**config.mk**
```make
export PLATFORM = sky130hd
export DESIGN_NAME = lsc_irq_top
export DESIGN_NICKNAME = d
export VERILOG_FILES = /design/src/hdl/lscirq_pkg.sv /design/src/hdl/lsc_watch_if.sv /design/src/hdl/lsc_change_flag.sv /design/src/hdl/lsc_irq_top.sv
export SDC_FILE = /design/constraint.sdc
export NUM_CORES = 1
export LEC_CHECK = 0
export ABC_CLOCK_PERIOD_IN_PS = 2500
export BUFFER_PORTS_ARGS = -buffer_cell sky130_fd_sc_hd__buf_2
export CAP_MARGIN = 20
export CORE_ASPECT_RATIO = 0.6
export CORE_MARGIN = 2
export CORE_UTILIZATION = 30
export CTS_CLUSTER_DIAMETER = 80
export CTS_CLUSTER_SIZE = 16
export DETAILED_ROUTE_END_ITERATION = 8
export GPL_ROUTABILITY_DRIVEN = 1
export SYNTH_ARGS = -nofsm -noshare
export SYNTH_HDL_FRONTEND = slang
export SYNTH_SLANG_ARGS = --single-unit
```
**constraint.sdc**
```tcl
create_clock -name mclk -period 2.5 [get_ports mclk]
set_input_delay 0.375 -clock mclk [delete_from_list [all_inputs] [get_ports mclk]]
set_output_delay 0.375 -clock mclk [all_outputs]
set_load 0.03 [all_outputs]
```
**src/hdl/lscirq_pkg.sv**
```systemverilog
package lscirq_pkg;
    // Register map on the plain register port
    localparam logic [15:0] ADDR_IRQ_ENABLE = 16'h0f04;
    localparam logic [15:0] ADDR_STATUS = 16'h0f05;
    localparam logic [15:0] ADDR_CHANGE_STATUS = 16'h0f06;
    localparam logic [15:0] ADDR_IRQ_MASK = 16'h0f08;

    // Bit positions shared by status, change, enable and mask
    localparam int QRSS_BIT = 0;
    localparam int FIFO_LIMIT_BIT = 5;
    localparam int DRIVE_MON_BIT = 6;
    localparam int RSVD_BIT = 7;

    // Reset values
    localparam logic [7:0] STATUS_RESET = 8'h00;
    localparam logic [7:0] CHANGE_RESET = 8'h00;
    localparam logic [7:0] ENABLE_RESET = 8'h00;
    localparam logic [7:0] MASK_RESET = 8'h00;
    localparam logic [7:0] READ_ZERO = 8'h00;

    // Number of watched status lines
    localparam int WATCH_COUNT = 3;

    // Register port decode result
    typedef enum {
        LSC_SEL_NONE,
        LSC_SEL_ENABLE,
        LSC_SEL_STATUS,
        LSC_SEL_CHANGE,
        LSC_SEL_MASK
    } lsc_sel_t;
endpackage

```
**src/hdl/lsc_watch_if.sv**
```systemverilog
`timescale 1ns/1ps
// Status line handed to a change detector and its sticky flag back
interface lsc_watch_if;
    logic level;
    logic clearReq;
    logic flag;
    modport watcher (input level, input clearReq, output flag);
    modport owner (output level, output clearReq, input flag);
endinterface

```
**src/hdl/lsc_change_flag.sv**
```systemverilog
`timescale 1ns/1ps
module lsc_change_flag
    import lscirq_pkg::*;
(
    input wire logic mclk,
    input wire logic reset_n,
    lsc_watch_if.watcher watch
);
    logic prev_ff;
    logic flag_ff;
    logic nxt_flag;
    logic changed;

    // Last seen level, starts at the status reset value
    always_ff @(posedge mclk or negedge reset_n) begin
        if (!reset_n) begin
            prev_ff <= STATUS_RESET[0];
        end else begin
            prev_ff <= watch.level;
        end
    end

    assign changed = watch.level ^ prev_ff;

    // Set beats clear so a change during a read is not lost
    always_comb begin
        nxt_flag = flag_ff;
        if (watch.clearReq) begin
            nxt_flag = 1'b0;
        end
        if (changed) begin
            nxt_flag = 1'b1; // RULE10
        end
    end

    always_ff @(posedge mclk or negedge reset_n) begin
        if (!reset_n) begin
            flag_ff <= CHANGE_RESET[0];
        end else begin
            flag_ff <= nxt_flag;
        end
    end

    assign watch.flag = flag_ff;

    AST_CHANGE_SETS: assert property (@(posedge mclk) disable iff (!reset_n)
        changed |=> flag_ff) // RULE10
        else $error("change did not set flag");
endmodule

```
**src/hdl/lsc_irq_top.sv**
```systemverilog
`timescale 1ns/1ps
// Functional notes
// [RULE1] Status bit 0 reads the live QRSS lock level, reset value 0.
// [RULE2] With the QRSS enable set, each QRSS lock edge raises the interrupt; the code also needs the QRSS mask bit set.
// [RULE3] Software puts line interface and framer in single-rail first.
// [RULE4] Change bit 6 sets whenever the drive-monitor status changed.
// [RULE5] Change bit 5 sets whenever the FIFO-limit status changed.
// [RULE6] Change bits clear on read, reset to 0, read 0 with no change.
// [RULE7] Change bit 7 is reserved and always reads 0.
// [RULE8] Software reads the status register for present conditions.
// [RULE9] Change bit 0 sets whenever the QRSS lock status changed.
// [RULE10] A change in the same cycle as the clearing read keeps the flag.
module lsc_irq_top
    import lscirq_pkg::*;
(
    input wire logic mclk,
    input wire logic reset_n,
    input wire logic qrssLockIn,
    input wire logic driveMonitorIn,
    input wire logic fifoLimitIn,
    input wire logic [15:0] regAddr,
    input wire logic [7:0] regWdata,
    input wire logic regWr,
    input wire logic regRd,
    output logic [7:0] regRdata,
    output logic irq
);
    logic [7:0] status_ff;
    logic [7:0] enable_ff;
    logic [7:0] mask_ff;
    logic [7:0] regRdata_ff;
    logic irq_ff;
    logic [7:0] changeFlags;
    logic [7:0] nxt_rdata;
    logic nxt_irq;
    logic changeRead;
    lsc_sel_t sel;

    lsc_watch_if watchQrss();
    lsc_watch_if watchFifo();
    lsc_watch_if watchDrive();

    // Address decode; unmapped reads return zero
    always_comb begin
        case (regAddr)
            ADDR_IRQ_ENABLE: sel = LSC_SEL_ENABLE;
            ADDR_STATUS: sel = LSC_SEL_STATUS;
            ADDR_CHANGE_STATUS: sel = LSC_SEL_CHANGE;
            ADDR_IRQ_MASK: sel = LSC_SEL_MASK;
            default: sel = LSC_SEL_NONE;
        endcase
    end

    assign changeRead = regRd && (sel == LSC_SEL_CHANGE);

    // Registered copy of the live status lines
    always_ff @(posedge mclk or negedge reset_n) begin
        if (!reset_n) begin
            status_ff <= STATUS_RESET;
        end else begin
            status_ff <= READ_ZERO;
            status_ff[QRSS_BIT] <= qrssLockIn; // RULE1
            status_ff[FIFO_LIMIT_BIT] <= fifoLimitIn;
            status_ff[DRIVE_MON_BIT] <= driveMonitorIn;
        end
    end

    // Detectors watch the registered status, so flags match reads
    assign watchQrss.level = status_ff[QRSS_BIT];
    assign watchFifo.level = status_ff[FIFO_LIMIT_BIT];
    assign watchDrive.level = status_ff[DRIVE_MON_BIT];
    assign watchQrss.clearReq = changeRead; // RULE6
    assign watchFifo.clearReq = changeRead;
    assign watchDrive.clearReq = changeRead;

    lsc_change_flag uQrss (
        .mclk(mclk),
        .reset_n(reset_n),
        .watch(watchQrss.watcher)
    ); // RULE9
    lsc_change_flag uFifo (
        .mclk(mclk),
        .reset_n(reset_n),
        .watch(watchFifo.watcher)
    ); // RULE5
    lsc_change_flag uDrive (
        .mclk(mclk),
        .reset_n(reset_n),
        .watch(watchDrive.watcher)
    ); // RULE4

    // Assemble change register; reserved bits stay zero
    always_comb begin
        changeFlags = READ_ZERO;
        changeFlags[QRSS_BIT] = watchQrss.flag;
        changeFlags[FIFO_LIMIT_BIT] = watchFifo.flag;
        changeFlags[DRIVE_MON_BIT] = watchDrive.flag;
        changeFlags[RSVD_BIT] = 1'b0; // RULE7
    end

    // Enable register, only bits with a source are kept
    always_ff @(posedge mclk or negedge reset_n) begin
        if (!reset_n) begin
            enable_ff <= ENABLE_RESET;
        end else if (regWr && sel == LSC_SEL_ENABLE) begin
            enable_ff <= READ_ZERO;
            enable_ff[QRSS_BIT] <= regWdata[QRSS_BIT];
            enable_ff[FIFO_LIMIT_BIT] <= regWdata[FIFO_LIMIT_BIT];
            enable_ff[DRIVE_MON_BIT] <= regWdata[DRIVE_MON_BIT];
        end
    end

    // Mask register, same layout, 1 lets a flag through
    always_ff @(posedge mclk or negedge reset_n) begin
        if (!reset_n) begin
            mask_ff <= MASK_RESET;
        end else if (regWr && sel == LSC_SEL_MASK) begin
            mask_ff <= READ_ZERO;
            mask_ff[QRSS_BIT] <= regWdata[QRSS_BIT];
            mask_ff[FIFO_LIMIT_BIT] <= regWdata[FIFO_LIMIT_BIT];
            mask_ff[DRIVE_MON_BIT] <= regWdata[DRIVE_MON_BIT];
        end
    end

    // Read mux, data valid the cycle after the strobe only
    always_comb begin
        nxt_rdata = READ_ZERO;
        if (regRd) begin
            case (sel)
                LSC_SEL_ENABLE: nxt_rdata = enable_ff;
                LSC_SEL_STATUS: nxt_rdata = status_ff; // RULE1
                LSC_SEL_CHANGE: nxt_rdata = changeFlags; // RULE6
                LSC_SEL_MASK: nxt_rdata = mask_ff;
                default: nxt_rdata = READ_ZERO;
            endcase
        end
    end

    always_ff @(posedge mclk or negedge reset_n) begin
        if (!reset_n) begin
            regRdata_ff <= READ_ZERO;
        end else begin
            regRdata_ff <= nxt_rdata;
        end
    end

    // Interrupt needs both enable and mask; level until flag read
    assign nxt_irq = |(changeFlags & enable_ff & mask_ff); // RULE2

    always_ff @(posedge mclk or negedge reset_n) begin
        if (!reset_n) begin
            irq_ff <= 1'b0;
        end else begin
            irq_ff <= nxt_irq;
        end
    end

    assign regRdata = regRdata_ff;
    assign irq = irq_ff;

    AST_STATUS_FOLLOWS: assert property (@(posedge mclk) disable iff (!reset_n)
        regRd && sel == LSC_SEL_STATUS
        |=> regRdata[QRSS_BIT] == $past(status_ff[QRSS_BIT])) // RULE1
        else $error("status read lost lock bit");

    AST_QRSS_IRQ: assert property (@(posedge mclk) disable iff (!reset_n)
        $changed(status_ff[QRSS_BIT]) && enable_ff[QRSS_BIT]
        && mask_ff[QRSS_BIT] && $stable(enable_ff) && $stable(mask_ff)
        |=> ##1 irq) // RULE2
        else $error("lock edge gave no interrupt");

    AST_DRIVE_FLAG: assert property (@(posedge mclk) disable iff (!reset_n)
        $changed(status_ff[DRIVE_MON_BIT])
        |=> changeFlags[DRIVE_MON_BIT]) // RULE4
        else $error("drive monitor change missed");

    AST_FIFO_FLAG: assert property (@(posedge mclk) disable iff (!reset_n)
        $changed(status_ff[FIFO_LIMIT_BIT])
        |=> changeFlags[FIFO_LIMIT_BIT]) // RULE5
        else $error("fifo limit change missed");

    AST_CLEAR_ON_READ: assert property (@(posedge mclk) disable iff (!reset_n)
        changeRead && $stable(status_ff) |=> changeFlags == READ_ZERO) // RULE6
        else $error("change flags not cleared by read");

    AST_RSVD_ZERO: assert property (@(posedge mclk) disable iff (!reset_n)
        regRd && sel == LSC_SEL_CHANGE |=> !regRdata[RSVD_BIT]) // RULE7
        else $error("reserved bit read as one");

    AST_QRSS_FLAG: assert property (@(posedge mclk) disable iff (!reset_n)
        $changed(status_ff[QRSS_BIT]) |=> changeFlags[QRSS_BIT]) // RULE9
        else $error("lock change missed");

    AST_SET_WINS: assert property (@(posedge mclk) disable iff (!reset_n)
        changeRead && $changed(status_ff[QRSS_BIT])
        |=> regRdata[QRSS_BIT] == $past(changeFlags[QRSS_BIT])
        && changeFlags[QRSS_BIT]) // RULE10
        else $error("change lost during clearing read");

    AST_NO_FLAG_NO_IRQ: assert property (@(posedge mclk) disable iff (!reset_n)
        changeFlags == READ_ZERO |=> !irq) // RULE2
        else $error("interrupt without flag");

    // Status copy tracks each live line one edge late
    AST_QRSS_TRACK: assert property (@(posedge mclk) disable iff (!reset_n)
        1'b1 |=> status_ff[QRSS_BIT] == $past(qrssLockIn)) // RULE1
        else $error("lock status not tracking input");

    AST_FIFO_TRACK: assert property (@(posedge mclk) disable iff (!reset_n)
        1'b1 |=> status_ff[FIFO_LIMIT_BIT] == $past(fifoLimitIn)) // RULE5
        else $error("fifo status not tracking input");

    AST_DRIVE_TRACK: assert property (@(posedge mclk) disable iff (!reset_n)
        1'b1 |=> status_ff[DRIVE_MON_BIT] == $past(driveMonitorIn)) // RULE4
        else $error("drive status not tracking input");

    // Status reads carry every live bit, reserved bits low
    AST_STAT_FIFO_RD: assert property (@(posedge mclk) disable iff (!reset_n)
        regRd && sel == LSC_SEL_STATUS
        |=> regRdata[FIFO_LIMIT_BIT] == $past(status_ff[FIFO_LIMIT_BIT]))
        else $error("status read lost fifo bit"); // RULE5

    AST_STAT_DRV_RD: assert property (@(posedge mclk) disable iff (!reset_n)
        regRd && sel == LSC_SEL_STATUS
        |=> regRdata[DRIVE_MON_BIT] == $past(status_ff[DRIVE_MON_BIT]))
        else $error("status read lost drive bit"); // RULE4

    AST_STAT_RSVD: assert property (@(posedge mclk) disable iff (!reset_n)
        regRd && sel == LSC_SEL_STATUS |=> !regRdata[RSVD_BIT]) // RULE1
        else $error("status reserved bit read as one");

    // Change reads return the flags as they stood at the strobe
    AST_CHG_QRSS_RD: assert property (@(posedge mclk) disable iff (!reset_n)
        regRd && sel == LSC_SEL_CHANGE
        |=> regRdata[QRSS_BIT] == $past(changeFlags[QRSS_BIT])) // RULE9
        else $error("change read lost lock flag");

    AST_CHG_FIFO_RD: assert property (@(posedge mclk) disable iff (!reset_n)
        regRd && sel == LSC_SEL_CHANGE
        |=> regRdata[FIFO_LIMIT_BIT] == $past(changeFlags[FIFO_LIMIT_BIT]))
        else $error("change read lost fifo flag"); // RULE5

    AST_CHG_DRV_RD: assert property (@(posedge mclk) disable iff (!reset_n)
        regRd && sel == LSC_SEL_CHANGE
        |=> regRdata[DRIVE_MON_BIT] == $past(changeFlags[DRIVE_MON_BIT]))
        else $error("change read lost drive flag"); // RULE4

    // Flags are sticky until the clearing read
    AST_QRSS_STICKY: assert property (@(posedge mclk) disable iff (!reset_n)
        !changeRead && changeFlags[QRSS_BIT] |=> changeFlags[QRSS_BIT])
        else $error("lock flag dropped without read"); // RULE9

    AST_FIFO_STICKY: assert property (@(posedge mclk) disable iff (!reset_n)
        !changeRead && changeFlags[FIFO_LIMIT_BIT]
        |=> changeFlags[FIFO_LIMIT_BIT]) // RULE5
        else $error("fifo flag dropped without read");

    AST_DRV_STICKY: assert property (@(posedge mclk) disable iff (!reset_n)
        !changeRead && changeFlags[DRIVE_MON_BIT]
        |=> changeFlags[DRIVE_MON_BIT]) // RULE4
        else $error("drive flag dropped without read");

    // A flag never rises without a change of its line
    AST_QRSS_NOSPUR: assert property (@(posedge mclk) disable iff (!reset_n)
        !$changed(status_ff[QRSS_BIT]) && !changeFlags[QRSS_BIT]
        |=> !changeFlags[QRSS_BIT]) // RULE6
        else $error("lock flag rose without change");

    AST_FIFO_NOSPUR: assert property (@(posedge mclk) disable iff (!reset_n)
        !$changed(status_ff[FIFO_LIMIT_BIT]) && !changeFlags[FIFO_LIMIT_BIT]
        |=> !changeFlags[FIFO_LIMIT_BIT]) // RULE6
        else $error("fifo flag rose without change");

    AST_DRV_NOSPUR: assert property (@(posedge mclk) disable iff (!reset_n)
        !$changed(status_ff[DRIVE_MON_BIT]) && !changeFlags[DRIVE_MON_BIT]
        |=> !changeFlags[DRIVE_MON_BIT]) // RULE6
        else $error("drive flag rose without change");

    // Interrupt level follows flag, enable and mask
    AST_IRQ_RAISE: assert property (@(posedge mclk) disable iff (!reset_n)
        |(changeFlags & enable_ff & mask_ff) |=> irq) // RULE2
        else $error("enabled flag gave no interrupt");

    AST_IRQ_NO_ENA: assert property (@(posedge mclk) disable iff (!reset_n)
        enable_ff == READ_ZERO |=> !irq) // RULE2
        else $error("interrupt with all enables off");

    AST_IRQ_NO_MASK: assert property (@(posedge mclk) disable iff (!reset_n)
        mask_ff == READ_ZERO |=> !irq) // RULE2
        else $error("interrupt with all mask bits off");

    // Enable and mask take writes only at their own address
    AST_ENA_WR_QRSS: assert property (@(posedge mclk) disable iff (!reset_n)
        regWr && sel == LSC_SEL_ENABLE
        |=> enable_ff[QRSS_BIT] == $past(regWdata[QRSS_BIT])) // RULE2
        else $error("lock enable write lost");

    AST_ENA_WR_FIFO: assert property (@(posedge mclk) disable iff (!reset_n)
        regWr && sel == LSC_SEL_ENABLE
        |=> enable_ff[FIFO_LIMIT_BIT] == $past(regWdata[FIFO_LIMIT_BIT]))
        else $error("fifo enable write lost"); // RULE5

    AST_ENA_WR_DRV: assert property (@(posedge mclk) disable iff (!reset_n)
        regWr && sel == LSC_SEL_ENABLE
        |=> enable_ff[DRIVE_MON_BIT] == $past(regWdata[DRIVE_MON_BIT]))
        else $error("drive enable write lost"); // RULE4

    AST_ENA_HOLD: assert property (@(posedge mclk) disable iff (!reset_n)
        !(regWr && sel == LSC_SEL_ENABLE) |=> $stable(enable_ff)) // RULE2
        else $error("enable changed without write");

    AST_MASK_WR: assert property (@(posedge mclk) disable iff (!reset_n)
        regWr && sel == LSC_SEL_MASK
        |=> mask_ff[QRSS_BIT] == $past(regWdata[QRSS_BIT])) // RULE2
        else $error("lock mask write lost");

    AST_MASK_HOLD: assert property (@(posedge mclk) disable iff (!reset_n)
        !(regWr && sel == LSC_SEL_MASK) |=> $stable(mask_ff)) // RULE2
        else $error("mask changed without write");

    // Read data stands only after a strobe, unmapped reads give zero
    AST_RDATA_IDLE: assert property (@(posedge mclk) disable iff (!reset_n)
        !regRd |=> regRdata == READ_ZERO) // RULE6
        else $error("read data without strobe");

    AST_UNMAPPED: assert property (@(posedge mclk) disable iff (!reset_n)
        regRd && sel == LSC_SEL_NONE |=> regRdata == READ_ZERO) // RULE6
        else $error("unmapped read not zero");
endmodule

```
[Word level (Yosys, flattened, before mapping)]
Cells that the tools add are included.
Word-level totals
  input bits: 31
  flip-flop bits (word level): 24
  bits in writable memories: 0
  bits in read-only memories: 0
  output and inout bits: 9
  memories kept: 0
  logic and storage cells: 41
  latch bits: 0
Operators by class
  divide/modulo/power cells: 0
  $mul: 0
  reduce and logical (&&, ||, !) cells: 7
  shift-type cells: 0
  muxes and demuxes: 7
  $add $sub $neg: 0
  eq/ne operators: 11
  $lt $le $gt $ge: 0
  bitwise logic cells: 5
Operator list (count)
  16-bit by 12-bit equality test with 1-bit output (second input constant): 4
  32-bit by 2-bit equality test with 1-bit output (second input constant): 1
  32-bit by 3-bit equality test with 1-bit output (second input constant): 1
  32-bit by 4-bit equality test with 1-bit output (second input constant): 1
  7-bit case mux with 4 select lines: 1
  7-bit bitwise AND: 2
  3-bit case mux with 4 select lines: 1
  8-bit OR reduction: 1
  7-bit two-way mux: 1
  3-bit by 2-bit equality test with 1-bit output (second input constant): 2
  2-bit nonzero test: 3
  1-bit two-way mux: 4
  3-bit by 1-bit equality test with 1-bit output (second input constant): 1
  3-bit equality test (second input constant): 1
  1-bit logical AND: 3
  1-bit XOR: 3

[Depth between registers and ports, before layout]
  depth in word-level cells: 6
  gate-level depth with buffers: 4
  mapped depth without buffers: 4

[Hierarchy]
Synthesis repeated with hierarchy kept, for this count alone.
Unflattened totals
  cells, all modules: 78
  area total of the unflattened synthesis: 920.9 µm²
By module, submodules not included
  lsc_irq_top: sequential area each 325.3 µm², times used 1, cells an instance 63, area an instance 718.2 µm²
  lsc_change_flag: sequential area each 50.0 µm², times used 3, cells an instance 5, area an instance 67.6 µm²

[Worst setup path before layout]
No wires, ideal clock.
  kind: input port to flip-flop
  from: input port regAddr[15]
  to: register enable_ff[0]
  setup time: 0.127 ns
  slack: 0.678 ns
  stages: 4
  arrival time: 1.695 ns
  data required time: 2.373 ns
  cells stage by stage: or4_4 > nor4_4 > nand3_2 > mux2_1
Between the ends
  longest elaborated chain between the ends: 4
  elaborated cells on any way between the ends: 7
RTL lines
  from (decl): RTL line lsc_irq_top.sv:21  | input wire logic [15:0] regAddr,
  16-bit by 12-bit equality test with 1-bit output: RTL line lsc_irq_top.sv:45  | case (regAddr)
  3-bit case mux with 4 select lines (*): RTL line lsc_irq_top.sv:45
  32-bit by 2-bit equality test with 1-bit output (*): RTL line lsc_irq_top.sv:105  | end else if (regWr && sel == LSC_SEL_ENABLE) begin
  1-bit logical AND (*): RTL line lsc_irq_top.sv:105
  to (signal, indexed assignment): RTL line lsc_irq_top.sv:107  | enable_ff[QRSS_BIT] <= regWdata[QRSS_BIT];
  to (signal, indexed assignment): RTL line lsc_irq_top.sv:108  | enable_ff[FIFO_LIMIT_BIT] <= regWdata[FIFO_LIMIT_BIT];
  to (signal, indexed assignment): RTL line lsc_irq_top.sv:109  | enable_ff[DRIVE_MON_BIT] <= regWdata[DRIVE_MON_BIT];
  to (decl): RTL line lsc_irq_top.sv:29  | logic [7:0] enable_ff;
Mark *: on every way between the ends. The rest lies on a longest branch, timed or not.
A chain may end at the register's enable or synchronous reset.

[Worst setup path after layout]
  from: input port regAddr[7]
  to: register regRdata_ff[0], in the netlist regRdata[0]
Between the ends
  longest elaborated chain between the ends: 5
  elaborated cells on any way between the ends: 11
RTL lines
  16-bit by 12-bit equality test with 1-bit output: RTL line lsc_irq_top.sv:45
  3-bit case mux with 4 select lines (*): RTL line lsc_irq_top.sv:45
  3-bit equality test, or another cell as far along: RTL line lsc_irq_top.sv:129  | case (sel)
  7-bit case mux with 4 select lines (*): RTL line lsc_irq_top.sv:129
  7-bit two-way mux (*): RTL line lsc_irq_top.sv:128  | if (regRd) begin
  via nxt_rdata[0]: RTL line lsc_irq_top.sv:34  | logic [7:0] nxt_rdata;
  to (signal assigned): RTL line lsc_irq_top.sv:143  | regRdata_ff <= nxt_rdata;
  to (decl): RTL line lsc_irq_top.sv:31  | logic [7:0] regRdata_ff;
The timed path passes the listed nets; every way through them passes the cells marked *.

==> results by group <==
STA
  • Achievable Freq: 0.5731 GHz
  • Final hold violation count: 0
  • Slew @ Worst Pin: 624.9 ps
  • Setup TNS: 0 ps
  • Worst Skew: 2.573 ps
  • RSZ-0062 raised after global routing: false
  • Final period util: 69.79%
  • Final Max Slew Viols: 0
  • Tmin final: 1745 ps
  • Max_slew headroom: 58.25%
  • Setup violators final: 0

Routing
  • Post-DR wirelength/cell: 13.17 µm
  • Post-route ant nets: 0
  • Routed wire length: 1.923 mm
  • Drt initial violations: 57
  • Drt drc: 0
  • Via Count: 675
  • Via-to-Cell Ratio: 4.623
  • Pre-antenna DRT Iters: 4

Pwr
  • Clock power frac: 35.1%
  • PD cells: 510.4 nW/µm²
  • Max VDD drop: 0.2711 mV
  • Sw frac: 22.11%
  • Internal power: 449.2 µW
  • Pleak: 0.0005299 µW
  • Combinational share of power: 10.2%
  • Reg power frac: 54.8%
  • Psw: 127.5 µW

Floorplan
  • Die ar.: 3503 µm²
  • Die width: 75.09 µm
  • Core area: 2872 µm²
  • Number of top-level pins: 40
  • Initial core utilization: 31.68%
  • Die height: 46.65 µm
  • Rows: 15

Synthesis
  • Post-synthesis sequential area ratio: 52.27%
  • Post-synth top flop: dfrtp_1
  • Ys Warns: 0
  • Number of flops mapped to enable cells by yosys: 0
  • Leading area contributor after synthesis: dfrtp_1
  • Number of synthesized register bits: 19
  • Average size of a mapped cell: 12.63 µm²
  • Post-synth top area share: 52.27%
  • Distinct cell type count after synthesis: 24
  • Cell Area, Synth: 909.6 µm²
  • Synth Instances: 72
  • Main area contributors after synthesis: dfrtp_1 52%, mux2_2 8.7%, nor4_4 4.7%, buf_4 4.1%, a22o_1 2.9%
  • FFs w/ async S/R, synth: 100.0%

GRT
  • Overflow left after global routing: 0
  • Tot GR Track Use: 12.14%
  • Largest net degree at the start of global routing: 20
  • First-pass GRT wire length: 2.980 mm
  • Vias in the first global route: 606
  • Initial antenna violation count: 0

Worst setup path
  • Worst EP required: 2680 ps
  • Critical path type: in2reg
  • Startpoint types: input port
  • WP data arrival: 1920 ps
  • CP Capture Type: register
  • Critical path fanouts, max: 4

Clock network
  • CTS clk-pin slew, worst paths: 60 ps
  • CTS tree: built
  • # hold bufs at CTS: 0
  • Worst skew pair latency: 250 ps
  • Post-cts resize count: 0
  • Deepest clock path buffer count: 2
  • CTS sink count: 19
  • Post-CTS Setup Repair Bufs: 0
  • H-tree levels: 1
  • Root Driver: clkbuf_8
  • Num CTS Buffers: 3

Placement
  • PortBufs: 29
  • GP Congestion: 0.7741
  • Hpwl dp: 1.597 mm

Worst hold path
  • Hold Path Class: in2async

Final layout
  • Core Util, Final: 39.35%
  • Commonest non-fill, non-tap cell in the layout: buf_2
  • Area growth syn-to-layout: 24.21%
  • Fill cells: 288
  • Layout cells sized above 1: 44.23%
  • Most frequent cells in the layout: 29 x buf_2, 19 x dfrtp_1, 7 x mux2_2, 5 x nand3_1, 5 x conb_1
  • Number of diodes: 0
  • Nets: 136

Job
  • Max-cap violations: 0

Run status
  • Status: finished clean
kinds of logic (layout without fill, tap and decap cells):
| group | count (synthesis) | count (layout) | share of synthesized area [%] |
|---|---|---|---|
| buf+inv | 6 | 34 | 4.539 |
| compound gates | 11 | 11 | 8.940 |
| simple gates | 23 | 23 | 19.81 |
| mux | 9 | 9 | 11.14 |
| xor+xnor | 3 | 3 | 2.889 |
| other cells | 1 | 5 | 0.4123 |
| flops | 19 | 19 | 52.27 |
final timing paths:
check / startpoint / to / slack, ps / depth (start not counted)
min reg2reg: status_ff[6]$_DFF_PN0_ / uDrive.prev_ff$_DFF_PN0_ / 420 / 0
max in group asynchronous: reset_n / irq$_DFF_PN0_ / 2160 / 1
max reg2reg: enable_ff[0]$_DFFE_PN0P_ / regRdata[0]$_DFF_PN0_ / 1410 / 3
min in group mclk: fifoLimitIn / status_ff[5]$_DFF_PN0_ / 230 / 1
max: regAddr[7] / regRdata[0]$_DFF_PN0_ / 760 / 5
min: reset_n / uFifo.prev_ff$_DFF_PN0_ / 50 / 1
routing by layer:
metal,vias to the layer above,wire length (µm),track usage (%)
li1,323,-,-
met1,314,895,18.74
met2,38,791,14.74
met3,0,236,5.908
met4,0,0,2.143
met5,-,0,0
worst max-delay path, cell delays in order:
cell and delay, ps:
buf_2 90, or4_1 670, nor4_1 470, a22oi_1 200, nor2_1 120
flip-flops by register name, summed over array words and instances (netlist names):
signal             count
enable_ff              3
irq                    1
mask_ff                3
regRdata               3
status_ff              3
uDrive.prev_ff         1
uDrive.watch.flag      1
uFifo.prev_ff          1
uFifo.watch.flag       1
uQrss.prev_ff          1
uQrss.watch.flag       1
layout make-up:
type	instances	area, µm²	share of cell area, %
timing repair buffer	29	145.1	12.85
inverter	1	3.754	0.3322
sequential	19	475.5	42.08
multi-input combinational	51	407.9	36.10
clock buffer	4	45.04	3.987
tap	42	52.55	4.651
per-stage QoR:
step	hold WS (ps)	std cells	total power, µW	cell area (µm²)	worst slack, ps
global route	87.39	146	602.8	1130	671.6
detailed placement	328.7	142	379.9	1085	498.4
CTS	57.54	146	586.0	1130	767.0
floorplan	79.41	76	353.4	924.6	677.9
finish	50.25	146	576.7	1130	755.2
global placement	318.0	142	378.4	1085	520.7
synth_stat cells (2+ instances only):
cell and number:
dfrtp_1 19, mux2_2 7, nor4_4 2, a22oi_1 3
mux2_1 2, nand3_2 2, xor2_1 3, nor4_1 2
buf_4 5, a22o_1 3, or3b_2 2, a21o_1 3
nor2_1 4, nand3_1 5
power groups by stage:
stage	sequential, µW	combinational (µW)	clock (µW)
global route	316	65.3	221
finish	316	58.5	202
detailed placement	322	58.3	0
global placement	321	57.0	0
CTS	316	58.7	211
floorplan	321	32.6	0
(Power assumes the default switching activity.)
